$ cat src/rtl/acc_pkg.sv
/*
 * acc_pkg: constants, types and rate table for the calibration-correction
 * datapath. Assumes a single clock domain and no bus beyond the serial
 * register port of the converter.
 */
package acc_pkg;
   // coefficient and datapath widths
   localparam int COEF_W = 24;
   localparam int PATH_W = 28;
   localparam int CTRL_W = 8;
   localparam int RATE_W = 20;
   // gain is 1 + coef / 2^GAIN_FRAC, so coef 0 means unity
   localparam int GAIN_FRAC = 23;
   // clock and pipeline depth
   localparam int MCLK_PERIOD_NS = 5;
   localparam int PIPE_LAT = 5;
   // control register fields
   localparam int BIT_SELF_OFS = 1;
   localparam int BIT_SELF_GAIN = 2;
   localparam int BIT_SYS_OFS = 3;
   localparam int BIT_SYS_GAIN = 4;
   localparam logic [CTRL_W-1:0] CTRL_RST = 8'h1E;
   localparam logic [COEF_W-1:0] COEF_RST = 24'h000000;
   localparam logic [COEF_W-1:0] SAT_MAX = 24'h7FFFFF;
   localparam logic [COEF_W-1:0] SAT_MIN = 24'h800000;

   // register selector on the serial port
   typedef enum logic [1:0] {
      ACC_SEL_CTRL = 2'h0,
      ACC_SEL_SYS_GAIN = 2'h1,
      ACC_SEL_SELF_OFS = 2'h2,
      ACC_SEL_SELF_GAIN = 2'h3
   } acc_sel_e;

   // sample carrier between pipeline stages
   typedef struct packed {
      logic valid;
      logic signed [PATH_W-1:0] data;
   } acc_smp_s;

   // output data rate in thousandths of a sample per second, 0 if none
   function automatic logic [RATE_W-1:0] acc_rate(input logic line_frequency_select,
         input logic cont, input logic [2:0] code);
      logic [RATE_W-1:0] r;
      r = 20'h00000;
      if (cont && !code[2]) begin
         r = 20'h00000;
      end else if (cont) begin
         unique case ({line_frequency_select, code[1:0]})
            3'h0: r = 20'h0EA60; // 60
            3'h1: r = 20'h1D4C0; // 120
            3'h2: r = 20'h3A980; // 240
            3'h3: r = 20'h75300; // 480
            3'h4: r = 20'h0C350; // 50
            3'h5: r = 20'h186A0; // 100
            3'h6: r = 20'h30D40; // 200
            default: r = 20'h61A80; // 400
         endcase
      end else begin
         unique case ({line_frequency_select, code})
            4'h0: r = 20'h003E8; // 1
            4'h1: r = 20'h009C4; // 2.5
            4'h2: r = 20'h01388; // 5
            4'h3: r = 20'h02710; // 10
            4'h4: r = 20'h03A98; // 15
            4'h5: r = 20'h07530; // 30
            4'h6: r = 20'h0EA60; // 60
            4'h7: r = 20'h1D4C0; // 120
            4'h8: r = 20'h00341; // 0.833
            4'h9: r = 20'h00820; // 2.08
            4'hA: r = 20'h0104A; // 4.17
            4'hB: r = 20'h0208A; // 8.33
            4'hC: r = 20'h030D4; // 12.5
            4'hD: r = 20'h061A8; // 25
            4'hE: r = 20'h0C350; // 50
            default: r = 20'h186A0; // 100
         endcase
      end
      return r;
   endfunction
endpackage

$ cat src/rtl/acc_gain_stage.sv
/*
 * acc_gain_stage: one registered gain correction, x * (1 + coef/2^23),
 * rounded to nearest. Assumes the caller keeps |x| within PATH_W-1 bits
 * so the doubled value still fits PATH_W.
 */
`timescale 1ns/1ps
`default_nettype none
module acc_gain_stage (
   // clock, reset, enable
   input wire logic clk,
   input wire logic rst,
   input wire logic ce,
   // sample in and coefficient
   input wire acc_pkg::acc_smp_s smp_in,
   input wire logic [acc_pkg::COEF_W-1:0] coef,
   input wire logic bypass,
   // sample out
   output var acc_pkg::acc_smp_s smp_out
);
   localparam int PW = acc_pkg::PATH_W + acc_pkg::COEF_W;
   localparam logic signed [PW-1:0] HALF = PW'(64'h400000);
   logic signed [PW-1:0] prod;
   logic signed [PW-1:0] rnd;
   logic signed [acc_pkg::PATH_W-1:0] scaled_nxt;

   // rounding before the shift keeps the error under one lsb
   always_comb begin
      prod = PW'(smp_in.data) * PW'($signed(coef));
      rnd = (prod + HALF) >>> acc_pkg::GAIN_FRAC;
      scaled_nxt = smp_in.data + rnd[acc_pkg::PATH_W-1:0];
   end

   // pipeline register; bypass passes the sample unchanged
   always_ff @(posedge clk) begin
      if (rst) begin
         smp_out <= '0;
      end else if (ce) begin
         smp_out.valid <= smp_in.valid;
         smp_out.data <= bypass ? smp_in.data : scaled_nxt;
      end
   end

   bypass_pass_a: assert property (@(posedge clk) disable iff (rst)
      ce && bypass |=> smp_out.data == $past(smp_in.data))
      else $error("bypassed gain stage altered the sample");

   unity_gain_a: assert property (@(posedge clk) disable iff (rst)
      ce && !bypass && coef == 24'h000000
      |=> smp_out.data == $past(smp_in.data))
      else $error("zero coefficient did not give unity gain");
endmodule // acc_gain_stage
`default_nettype wire

$ cat src/rtl/acc_correct.sv
/*
 * acc_correct: calibration-correction datapath with its coefficient and
 * control registers, reached through the serial register port bit by bit.
 * Assumes the serial front end and calibration engine run on MCLK, so their
 * strobes need no synchroniser; the system offset value comes from outside.
 */
// Contract
// - system gain register, 24 bits, msb first
// - system gain kept until rewrite or calibration
// - system gain applied unless its bypass set
// - system gain reaches 2x within 2 lsb
// - self offset register, 24 bits, persistent
// - self offset subtracted unless bypassed
// - self offset is first correction
// - self gain register, 24 bits, persistent
// - self gain writes ignored during calibration
// - self gain applied before system corrections
// - self gain reaches 2x within 2 lsb
// - rate table for 60 Hz line setting
// - rate table for 50 Hz line setting
// - system offset between self and system gain
// - final result saturates, never wraps
// - all four bypass bits reset to one
`timescale 1ns/1ps
`default_nettype none
module acc_correct (
   // clock, reset, enable
   input wire logic MCLK,
   input wire logic RST,
   input wire logic CE,
   // serial register port
   input wire logic [1:0] REG_SEL,
   input wire logic REG_SHIFT_IN,
   input wire logic REG_DIN,
   input wire logic REG_COMMIT,
   input wire logic REG_CAPTURE,
   input wire logic REG_SHIFT_OUT,
   output logic REG_DOUT,
   // calibration engine
   input wire logic CAL_BUSY,
   input wire logic SELF_CAL_DONE,
   input wire logic [acc_pkg::COEF_W-1:0] SELF_CAL_OFS,
   input wire logic [acc_pkg::COEF_W-1:0] SELF_CAL_GAIN,
   input wire logic SYS_CAL_DONE,
   input wire logic [acc_pkg::COEF_W-1:0] SYS_CAL_GAIN,
   input wire logic [acc_pkg::COEF_W-1:0] SYS_OFFSET,
   // conversion data
   input wire logic RAW_VALID,
   input wire logic [acc_pkg::COEF_W-1:0] RAW_DATA,
   input wire logic UNIPOLAR,
   output logic DATA_VALID,
   output logic [acc_pkg::COEF_W-1:0] DATA_OUT,
   // rate selection
   input wire logic LINE_FREQUENCY_SELECT,
   input wire logic CONTINUOUS,
   input wire logic [2:0] RATE_CODE,
   output logic [acc_pkg::RATE_W-1:0] RATE_MSPS,
   output logic RATE_OK
);
   localparam int CW = acc_pkg::COEF_W;
   localparam int PW = acc_pkg::PATH_W;
   localparam logic signed [PW-1:0] SAT_HI = PW'(64'h7FFFFF);
   localparam logic signed [PW-1:0] SAT_LO = -PW'(64'h800000);

   logic [CW-1:0] shift_in_r;
   logic [CW-1:0] shift_out_r;
   logic [acc_pkg::CTRL_W-1:0] calibration_control_register;
   logic [CW-1:0] system_gain_coefficient;
   logic [CW-1:0] self_offset_coefficient;
   logic [CW-1:0] self_gain_coefficient;
   logic self_offset_bypass;
   logic self_gain_bypass;
   logic system_offset_bypass;
   logic system_gain_bypass;
   acc_pkg::acc_smp_s s1_r, s2, s3_r, s4;
   logic signed [PW:0] fin_nxt;

   function automatic logic hit(input logic [1:0] sel,
         input acc_pkg::acc_sel_e want);
      return sel == want;
   endfunction

   assign self_offset_bypass =
      calibration_control_register[acc_pkg::BIT_SELF_OFS];
   assign self_gain_bypass =
      calibration_control_register[acc_pkg::BIT_SELF_GAIN];
   assign system_offset_bypass =
      calibration_control_register[acc_pkg::BIT_SYS_OFS];
   assign system_gain_bypass =
      calibration_control_register[acc_pkg::BIT_SYS_GAIN];

   // write shifter, msb arrives first
   always_ff @(posedge MCLK) begin
      if (RST) begin
         shift_in_r <= acc_pkg::COEF_RST;
      end else if (CE && REG_SHIFT_IN) begin
         shift_in_r <= {shift_in_r[CW-2:0], REG_DIN};
      end
   end

   // read shifter; capturing copies, never alters the source
   always_ff @(posedge MCLK) begin
      if (RST) begin
         shift_out_r <= acc_pkg::COEF_RST;
      end else if (CE && REG_CAPTURE) begin
         unique case (acc_pkg::acc_sel_e'(REG_SEL))
            acc_pkg::ACC_SEL_CTRL:
               shift_out_r <= {calibration_control_register, 16'h0000};
            acc_pkg::ACC_SEL_SYS_GAIN: shift_out_r <= system_gain_coefficient;
            acc_pkg::ACC_SEL_SELF_OFS: shift_out_r <= self_offset_coefficient;
            acc_pkg::ACC_SEL_SELF_GAIN: shift_out_r <= self_gain_coefficient;
         endcase
      end else if (CE && REG_SHIFT_OUT) begin
         shift_out_r <= {shift_out_r[CW-2:0], 1'b0};
      end
   end
   assign REG_DOUT = shift_out_r[CW-1];

   // control byte: bypass bits come up set so raw data passes at first
   always_ff @(posedge MCLK) begin
      if (RST) begin
         calibration_control_register <= acc_pkg::CTRL_RST;
      end else if (CE && REG_COMMIT
            && hit(REG_SEL, acc_pkg::ACC_SEL_CTRL)) begin
         calibration_control_register <= shift_in_r[acc_pkg::CTRL_W-1:0];
      end
   end

   // system gain; a finished calibration wins over a host write
   always_ff @(posedge MCLK) begin
      if (RST) begin
         system_gain_coefficient <= acc_pkg::COEF_RST;
      end else if (CE && SYS_CAL_DONE) begin
         system_gain_coefficient <= SYS_CAL_GAIN;
      end else if (CE && REG_COMMIT
            && hit(REG_SEL, acc_pkg::ACC_SEL_SYS_GAIN)) begin
         system_gain_coefficient <= shift_in_r;
      end
   end

   // self offset
   always_ff @(posedge MCLK) begin
      if (RST) begin
         self_offset_coefficient <= acc_pkg::COEF_RST;
      end else if (CE && SELF_CAL_DONE) begin
         self_offset_coefficient <= SELF_CAL_OFS;
      end else if (CE && REG_COMMIT
            && hit(REG_SEL, acc_pkg::ACC_SEL_SELF_OFS)) begin
         self_offset_coefficient <= shift_in_r;
      end
   end

   // self gain; host writes dropped while a calibration runs
   always_ff @(posedge MCLK) begin
      if (RST) begin
         self_gain_coefficient <= acc_pkg::COEF_RST;
      end else if (CE && SELF_CAL_DONE) begin
         self_gain_coefficient <= SELF_CAL_GAIN;
      end else if (CE && REG_COMMIT && !CAL_BUSY
            && hit(REG_SEL, acc_pkg::ACC_SEL_SELF_GAIN)) begin
         self_gain_coefficient <= shift_in_r;
      end
   end

   // stage 1: self offset subtraction, first in the chain
   always_ff @(posedge MCLK) begin
      if (RST) begin
         s1_r <= '0;
      end else if (CE) begin
         s1_r.valid <= RAW_VALID;
         s1_r.data <= self_offset_bypass ? PW'($signed(RAW_DATA))
            : PW'($signed(RAW_DATA))
            - PW'($signed(self_offset_coefficient));
      end
   end

   // stage 2: self gain, ahead of any system correction
   acc_gain_stage u_self_gain (
      .clk(MCLK),
      .rst(RST),
      .ce(CE),
      .smp_in(s1_r),
      .coef(self_gain_coefficient),
      .bypass(self_gain_bypass),
      .smp_out(s2)
   );

   // stage 3: system offset between the two gains
   always_ff @(posedge MCLK) begin
      if (RST) begin
         s3_r <= '0;
      end else if (CE) begin
         s3_r.valid <= s2.valid;
         s3_r.data <= system_offset_bypass ? s2.data
            : s2.data - PW'($signed(SYS_OFFSET));
      end
   end

   // stage 4: system gain
   acc_gain_stage u_sys_gain (
      .clk(MCLK),
      .rst(RST),
      .ce(CE),
      .smp_in(s3_r),
      .coef(system_gain_coefficient),
      .bypass(system_gain_bypass),
      .smp_out(s4)
   );

   // stage 5: unipolar doubling, then clamp; one spare bit keeps the
   // doubled value of an extreme sample from wrapping before the clamp
   always_comb begin
      fin_nxt = UNIPOLAR ? {s4.data, 1'b0}
         : {s4.data[PW-1], s4.data};
      if (fin_nxt > (PW+1)'(SAT_HI)) begin
         fin_nxt = (PW+1)'(SAT_HI);
      end else if (fin_nxt < (PW+1)'(SAT_LO)) begin
         fin_nxt = (PW+1)'(SAT_LO);
      end
   end

   always_ff @(posedge MCLK) begin
      if (RST) begin
         DATA_VALID <= 1'b0;
         DATA_OUT <= acc_pkg::COEF_RST;
      end else if (CE) begin
         DATA_VALID <= s4.valid;
         if (s4.valid) begin
            DATA_OUT <= fin_nxt[CW-1:0];
         end
      end
   end

   // rate lookup, registered; low codes have no continuous rate
   always_ff @(posedge MCLK) begin
      if (RST) begin
         RATE_MSPS <= 20'h00000;
         RATE_OK <= 1'b0;
      end else if (CE) begin
         RATE_MSPS <= acc_pkg::acc_rate(LINE_FREQUENCY_SELECT, CONTINUOUS,
            RATE_CODE);
         RATE_OK <= !(CONTINUOUS && !RATE_CODE[2]);
      end
   end

   reset_bypass_a: assert property (@(posedge MCLK)
      $rose(!RST) |-> calibration_control_register[4:1] == 4'hF)
      else $error("bypass bits not set after reset");

   busy_write_drop_a: assert property (@(posedge MCLK)
      disable iff (RST)
      CE && CAL_BUSY && !SELF_CAL_DONE
      |=> $stable(self_gain_coefficient))
      else $error("self gain changed during calibration");

   sys_cal_load_a: assert property (@(posedge MCLK) disable iff (RST)
      CE && SYS_CAL_DONE
      |=> system_gain_coefficient == $past(SYS_CAL_GAIN))
      else $error("system calibration result not stored");

   capture_keep_a: assert property (@(posedge MCLK) disable iff (RST)
      CE && REG_CAPTURE && !REG_COMMIT && !SELF_CAL_DONE && !SYS_CAL_DONE
      |=> $stable(system_gain_coefficient)
      && $stable(self_offset_coefficient))
      else $error("register read disturbed a coefficient");

   // compare against the value held at the capture edge, not a newer one
   msb_first_a: assert property (@(posedge MCLK) disable iff (RST)
      CE && REG_CAPTURE && REG_SEL == 2'h1
      |=> REG_DOUT == $past(system_gain_coefficient[CW-1]))
      else $error("read did not present the msb first");

   out_clamp_a: assert property (@(posedge MCLK) disable iff (RST)
      CE && s4.valid && s4.data > SAT_HI && !UNIPOLAR
      |=> DATA_OUT == acc_pkg::SAT_MAX)
      else $error("positive overflow not clamped");

   all_bypass_a: assert property (@(posedge MCLK) disable iff (RST)
      CE && RAW_VALID && !UNIPOLAR && calibration_control_register[4:1] == 4'hF
      ##1 CE [*4] |=> DATA_VALID && DATA_OUT == $past(RAW_DATA, 5))
      else $error("bypassed chain did not pass raw data in five cycles");

   offset_first_a: assert property (@(posedge MCLK) disable iff (RST)
      CE && !self_offset_bypass |=> s1_r.data
      == PW'($signed($past(RAW_DATA)))
      - PW'($signed($past(self_offset_coefficient))))
      else $error("self offset not applied first");

   rate_cont_a: assert property (@(posedge MCLK) disable iff (RST)
      CE && CONTINUOUS && !RATE_CODE[2]
      |=> !RATE_OK && RATE_MSPS == 20'h00000)
      else $error("continuous rate offered for a low code");
endmodule // acc_correct
`default_nettype wire

$ cat config.mk
export PLATFORM = sky130hd
export DESIGN_NAME = acc_correct
export DESIGN_NICKNAME = d
export VERILOG_FILES = /design/src/rtl/acc_pkg.sv /design/src/rtl/acc_gain_stage.sv /design/src/rtl/acc_correct.sv
export SDC_FILE = /design/constraint.sdc
export NUM_CORES = 2
export LEC_CHECK = 0
export BUFFER_PORTS_ARGS = -buffer_cell sky130_fd_sc_hd__buf_2
export CAP_MARGIN = 30
export CORE_MARGIN = 1.5
export CORE_UTILIZATION = 50
export CTS_CLUSTER_DIAMETER = 60
export DETAILED_ROUTE_END_ITERATION = 6
export PLACE_DENSITY = 0.68
export SYNTH_ARGS = -nofsm -noshare
export SYNTH_HDL_FRONTEND = slang
export SYNTH_SLANG_ARGS = --single-unit
$ cat constraint.sdc
create_clock -name MCLK -period 18.6 [get_ports MCLK]
set_input_delay 0.93 -clock MCLK [delete_from_list [all_inputs] [get_ports MCLK]]
set_output_delay 0.93 -clock MCLK [all_outputs]
set_load 0.05 [all_outputs]
# Yosys cells after proc, flatten, opt, wreduce, memory -nomap -nowiden
# Memory sizes are Yosys's and may differ from the RTL's.
# Cells that the tools add are included.
[totals]
reg_bits = 290
latch_bits = 0
ramBits = 0
romBits = 272
input_bits = 140
out_inout_bits = 47
word_cells = 79
memories = 1
[memory_table]
columns = ["name", "depth", "word_bits", "read_ports", "rd_clocked_by_memory_dff", "write_ports", "line", "rtl"]
rows = [
  ["(name not given)", 16, 17, 1, 0, 0, "acc_pkg.sv:60", "unique case ({line_frequency_select, code})"],
]
[op_classes]
n_addsub = 6
n_mul = 2
n_div = 0
magnitude_cmp = 2
eq_ne = 9
shifts = 0
mux = 19
n_bitwise = 0
n_reduce_logical = 22
[op_table]
columns = ["op", "n"]
rows = [
  ["$mux 24", 10],
  ["$mux 28", 5],
  ["$pmux 19 s7", 1],
  ["$add 51x24->51 const B", 2],
  ["$mul 28x24->51", 2],
  ["$pmux 24 s4", 1],
  ["$add 28x28->28", 2],
  ["$mux 20", 2],
  ["$gt 29x24->1 const B", 1],
  ["$lt 29x24->1 const B", 1],
  ["$sub 28x24->28", 1],
  ["$sub 24x24->25", 1],
  ["$logic_and 1x1->1", 12],
  ["$eq 3x3->1 const B", 3],
  ["$reduce_bool 2->1", 4],
  ["$eq 3x2->1 const B", 2],
  ["$eq 2x2->1 const B", 2],
  ["$eq 3x1->1 const B", 1],
  ["$logic_not 1->1", 3],
  ["$logic_not 3->1", 1],
  ["$eq 2x1->1 const B", 1],
  ["$logic_not 2->1", 1],
  ["$reduce_and 2->1", 1],
]

# Longest topological paths before layout
[depth]
ltp_word = 5
mapped_depth = 46
mapped_depth_nobuf = 44

# By module
# A second synthesis with hierarchy kept.
[unflattened]
hier_cells = 7341
hier_area_um2 = 64924.8
[modules_own_cells]
columns = ["module", "instances", "cells_per_inst", "area_each_um2", "seq_area_each_um2"]
rows = [
  ["acc_gain_stage at u_self_gain", 1, 2834, 25750.9, 580.6],
  ["acc_gain_stage at u_sys_gain", 1, 2807, 25718.4, 580.6],
  ["acc_correct", 1, 1700, 13455.4, 4564.4],
]

# Worst setup path after synthesis
# OpenSTA, ideal clock, no wires.
[synth_timing]
path_type = "flip-flop to flip-flop"
start = "reg system_gain_coefficient[3]"
end = "reg u_sys_gain.smp_out[27] (netlist name)"
setup_ns = 0.091
arrival_ns = 9.307
required_time_ns = 18.509
slack_ns = 9.202
path_stages_with_launch = 41
path_buffers = 2
period_less_slack_ns = 9.398
path_cell_list = "dfxtp_1 clkbuf_1 clkbuf_1 nand2_1 fa_1 fa_1 fa_1 fa_1 inv_1 fa_1 fa_1 inv_1 fa_1 inv_1 ha_1 a211o_1 a211o_1 a211oi_1 [... 5 more ...] o21a_1 nor2_1 xnor2_1 ha_1 o21a_1 o21a_1 o2111a_1 o31ai_1 o2111ai_1 a21oi_1 o21ai_0 a31oi_1 o21bai_1 a21oi_1 xnor2_1 xnor2_1 nor4_1 a311oi_1"
[synth_between]
elab_chain_cells = 4
[synth_lines]
columns = ["item", "line", "rtl"]
rows = [
  ["start, declared", "acc_correct.sv:68", "logic [CW-1:0] system_gain_coefficient;"],
  ["start signal, assigned", "acc_correct.sv:132", "system_gain_coefficient <= acc_pkg::COEF_RST;"],
  ["start signal, assigned", "acc_correct.sv:137", "system_gain_coefficient <= shift_in_r;"],
  ["$mul 28x24->51", "acc_gain_stage.sv:28", "prod = PW'(smp_in.data) * PW'($signed(coef));"],
  ["$add 51x24->51", "acc_gain_stage.sv:29", "rnd = (prod + HALF) >>> acc_pkg::GAIN_FRAC;"],
  ["$add 28x28->28", "acc_gain_stage.sv:30", "scaled_nxt = smp_in.data + rnd[acc_pkg::PATH_W-1:0];"],
  ["$mux 28", "acc_gain_stage.sv:39", "smp_out.data <= bypass ? smp_in.data : scaled_nxt;"],
  ["end, declared", "acc_gain_stage.sv:18", "output var acc_pkg::acc_smp_s smp_out"],
]
# Every way passes these cells.
# A chain may end at the register's enable or synchronous reset.

# Worst setup path after layout
[layout_timing]
start = "reg s3_r[8] (netlist name)"
end = "reg u_sys_gain.smp_out[27] (netlist name)"
[layout_between]
elab_chain_cells = 4
[layout_lines]
columns = ["item", "line", "rtl"]
rows = [
  ["start, declared", "acc_correct.sv:75", "acc_pkg::acc_smp_s s1_r, s2, s3_r, s4;"],
  ["$mul 28x24->51", "acc_gain_stage.sv:28", ""],
  ["$add 51x24->51", "acc_gain_stage.sv:29", ""],
  ["$add 28x28->28 *", "acc_gain_stage.sv:30", ""],
  ["$mux 28 *", "acc_gain_stage.sv:39", ""],
]
# Mark *: on every way between the ends. The rest lies on a longest branch, timed or not.

==> out/summary.txt <==
Share of the synthesized area in the top cell type: 43.0%
Finished Cell Area: 65900 sq um
Slew margin rel.: 28.1%
Fin nets: 8834
GRT Total Usage: 29.0%
Met2 Wirelength: 83800 um
Drt wl/cell: 20.5 um
#FFs+latches synth: 286
Max Fclk: 0.0924 GHz
Synth Warn #: 0
Initial core utilization: 50.3%
P_int: 2.49 mW
1st-iter DRT viols: 3645
Final Max Slew Viols: 0
Clock share of power: 16.7%
Total chip power: 4.83 mW
Final hold slack: 0.465 ns
Final Critical Period: 10.82 ns
DIE WIDTH: 355 um
Flop pwr share: 14.6%
Number of port buffers: 185
Post-synth EDFFs: 0
Post-Route M1 WL: 73000 um
PwrDens: 73.3 nW/um^2
CTS tree: built
DP Wirelength: 137000 um
Worst-case clock skew: 0.0563 ns
Remaining global-route overflow: 0
Postcts setup bufs: 0
Drt drc: 0
Die area: 126000 sq um
Post-CTS sizing: 0
Remaining antenna violation count: 0
Async S/R FF share, synth: 0%
Max-cap violations: 0
CP Launch Type: flop
Highest Signal Layer: met5
Yosys cell types: 70
Initial antenna violation count: 10
Layout cells sized above 1: 6.08%
Met3 Routed Length: 14400 um
Post-Route WL: 177000 um
Hold WC Path Type: flop to flop
Area Growth Syn to Fin: 6.21%
Top-level I/O count: 187
Via density: 5.55
Total clock sinks: 286
Cell family with most CP delay: adder cells
CTS Buffer Depth: 3
Hold_buf cts: 0
Slowest cell on crit path: dfxtp_1
Final Hold Violating Endpoints: 0
CTS Root Cell: clkbuf_16
Syn_area_per_cell: 8.81 sq um
Placer Congestion: 0.917
Buf/Inv on CP: 5
Largest cells by area after synthesis: fa_1 (43%), dfxtp_1 (9.2%), inv_1 (8.3%), ha_1 (7.9%), and2_1 (6.2%)
Pleak: 32.5 nW
Maximum vdd drop: 0.0692 mV
Area leader, netlist: fa_1
Ys flop type: dfxtp_1
Setup tns final: 0 ns
Syn Nets: 8897
Maximum fanout along the worst path: 20
First-pass GRT wire length: 286000 um
Core ar.: 123000 sq um
WS Path Type: flop to flop
Placed Area: 64400 sq um
Clock slew at reported path FFs: 0.06 ns
Vias: 47.9k
Die Ht: 355 um
Final setup vio count: 0
Worst setup EP type: flop
Largest net degree at the start of global routing: 117
Comb power frac: 68.6%
Psw: 2.34 mW
Sequential fraction of the synthesis area: 9.23%
Site row count: 129
RSZ-0062 raised after global routing: false
DR pass1 iterations: 6
CTS Buf Count: 40
Syn Inst Count: 7034
Vias in the first global route: 50.8k
Crit path DAT: 11.30 ns
Maximum level of the CTS H-tree: 2
Peak per-stage delay on the critical path: 0.95 ns
Clock latency on the worst-skew pair: 0.61 ns
Worst path required time: 19.07 ns
Most frequent CP cell: fa_1
Status: finished, final reports clean
Synthesized area: 62000 sq um
Worst Max-Slew Pin Slew: 1.08 ns
Sw Ratio: 48.5%
Tcrit/Tclk final: 58.2%
worst register-to-register path: cells and delay by family, from the launching register on:
family | cells | cell delay, ns
AO/OA/AOI/OAI | 14 | 3.76
adder cells (fa/ha/maj) | 9 | 4.09
XOR/XNOR | 3 | 0.45
AND/OR/NAND/NOR | 10 | 1.19
flip-flops | 1 | 0.95
buffers and inverters | 5 | 0.25
sequential cells by signal, indices dropped and copies added, names as in the netlist:
name	flops
s3_r	29
u_self_gain.smp_out	29
u_sys_gain.smp_out	29
s1_r	26
DATA_OUT	24
self_gain_coefficient	24
self_offset_coefficient	24
shift_in_r	24
shift_out_r	24
system_gain_coefficient	24
RATE_MSPS	19
calibration_control_register	8
DATA_VALID	1
RATE_OK	1
metrics by stage:
stage	setup WS (ns)	instances	util, %
final	7.78	8644	53.4
after CTS	7.90	8638	53.4
after detailed placement	7.94	8565	52.3
after global routing	7.27	8643	53.4
after global placement	8.04	8560	52.2
after floorplan	9.20	7034	-
power by group through the flow:
| stage | logic, mW | clock network (mW) | registers [mW] |
|---|---|---|---|
| after global routing | 3.75 | 0.839 | 0.708 |
| after detailed placement | 3.28 | 0 | 0.717 |
| after global placement | 3.21 | 0 | 0.717 |
| after floorplan | 2.49 | 0 | 0.699 |
| after CTS | 3.32 | 0.817 | 0.704 |
| final | 3.31 | 0.808 | 0.706 |
cell families (layout without fill, tap and decap cells):
kind of cell / count (synthesis) / count (layout) / share of synthesized area (%)
compound gates: 788 / 788 / 8.36
xor+xnor: 144 / 144 / 2.03
fa+ha+maj: 1723 / 1723 / 50.9
buf+inv: 1791 / 1759 / 10.9
flops: 286 / 286 / 9.23
mux: 94 / 94 / 1.73
other cells: 1 / 6 / 0.00605
simple gates: 2207 / 2207 / 16.9
Yosys cell counts (22+ instances only):
master / instances
a211oi_1: 77
a21o_1: 62
a21oi_1: 191
a311oi_1: 83
a31oi_1: 22
and2_1: 611
clkbuf_1: 389
dfxtp_1: 286
fa_1: 1332
ha_1: 391
inv_1: 1379
mux2_2: 23
mux2i_1: 63
nand2_1: 899
nand2b_1: 50
nand3_1: 96
nor2_1: 370
nor2b_1: 52
nor3_1: 62
o211ai_1: 62
o21a_1: 23
o21ai_0: 168
xnor2_1: 94
xor2_1: 50
metal layers:
layer	vias up	track usage, %
li1	21300	-
met2	1948	47.9
met1	24300	39.2
met5	-	0
met4	4	9.74
met3	357	4.42
cells in the final DEF (no fill, tap or decap), types with 52 or more instances in the layout:
cell,n
a311oi_1,83
o211ai_1,62
dfxtp_1,277
fa_1,1332
nand3_1,96
inv_1,1379
ha_1,391
o21ai_0,168
a21oi_1,191
nor3_1,61
mux2i_1,63
nand2_1,898
a211oi_1,77
and2_1,611
xnor2_1,94
nor2b_1,52
nor2_1,368
buf_4,111
a21o_1,62
buf_2,183
worst paths after layout:
check                            to  slack (ns)     startpoint  cells after the start
max          u_sys_gain.smp_out[27]        7.78        s3_r[8]                     41
min                   RATE_MSPS[18]        0.46  RATE_MSPS[18]                      2
max reg2reg  u_sys_gain.smp_out[27]        7.78        s3_r[8]                     41
min reg2reg           RATE_MSPS[18]        0.46  RATE_MSPS[18]                      2
layout make-up:
| type | count | area [sq um] |
|---|---|---|
| antenna | 5 | 12.5 |
| timing repair buffer | 303 | 1900 |
| clock buffer | 52 | 1120 |
| tap | 1637 | 2050 |
| clock inverter | 21 | 275 |
| sequential | 286 | 5740 |
| fill | 11300 | 57500 |
| multi-input combinational | 4957 | 49600 |
| inverter | 1383 | 5190 |
Note: power is estimated with default switching activity, not from simulation.
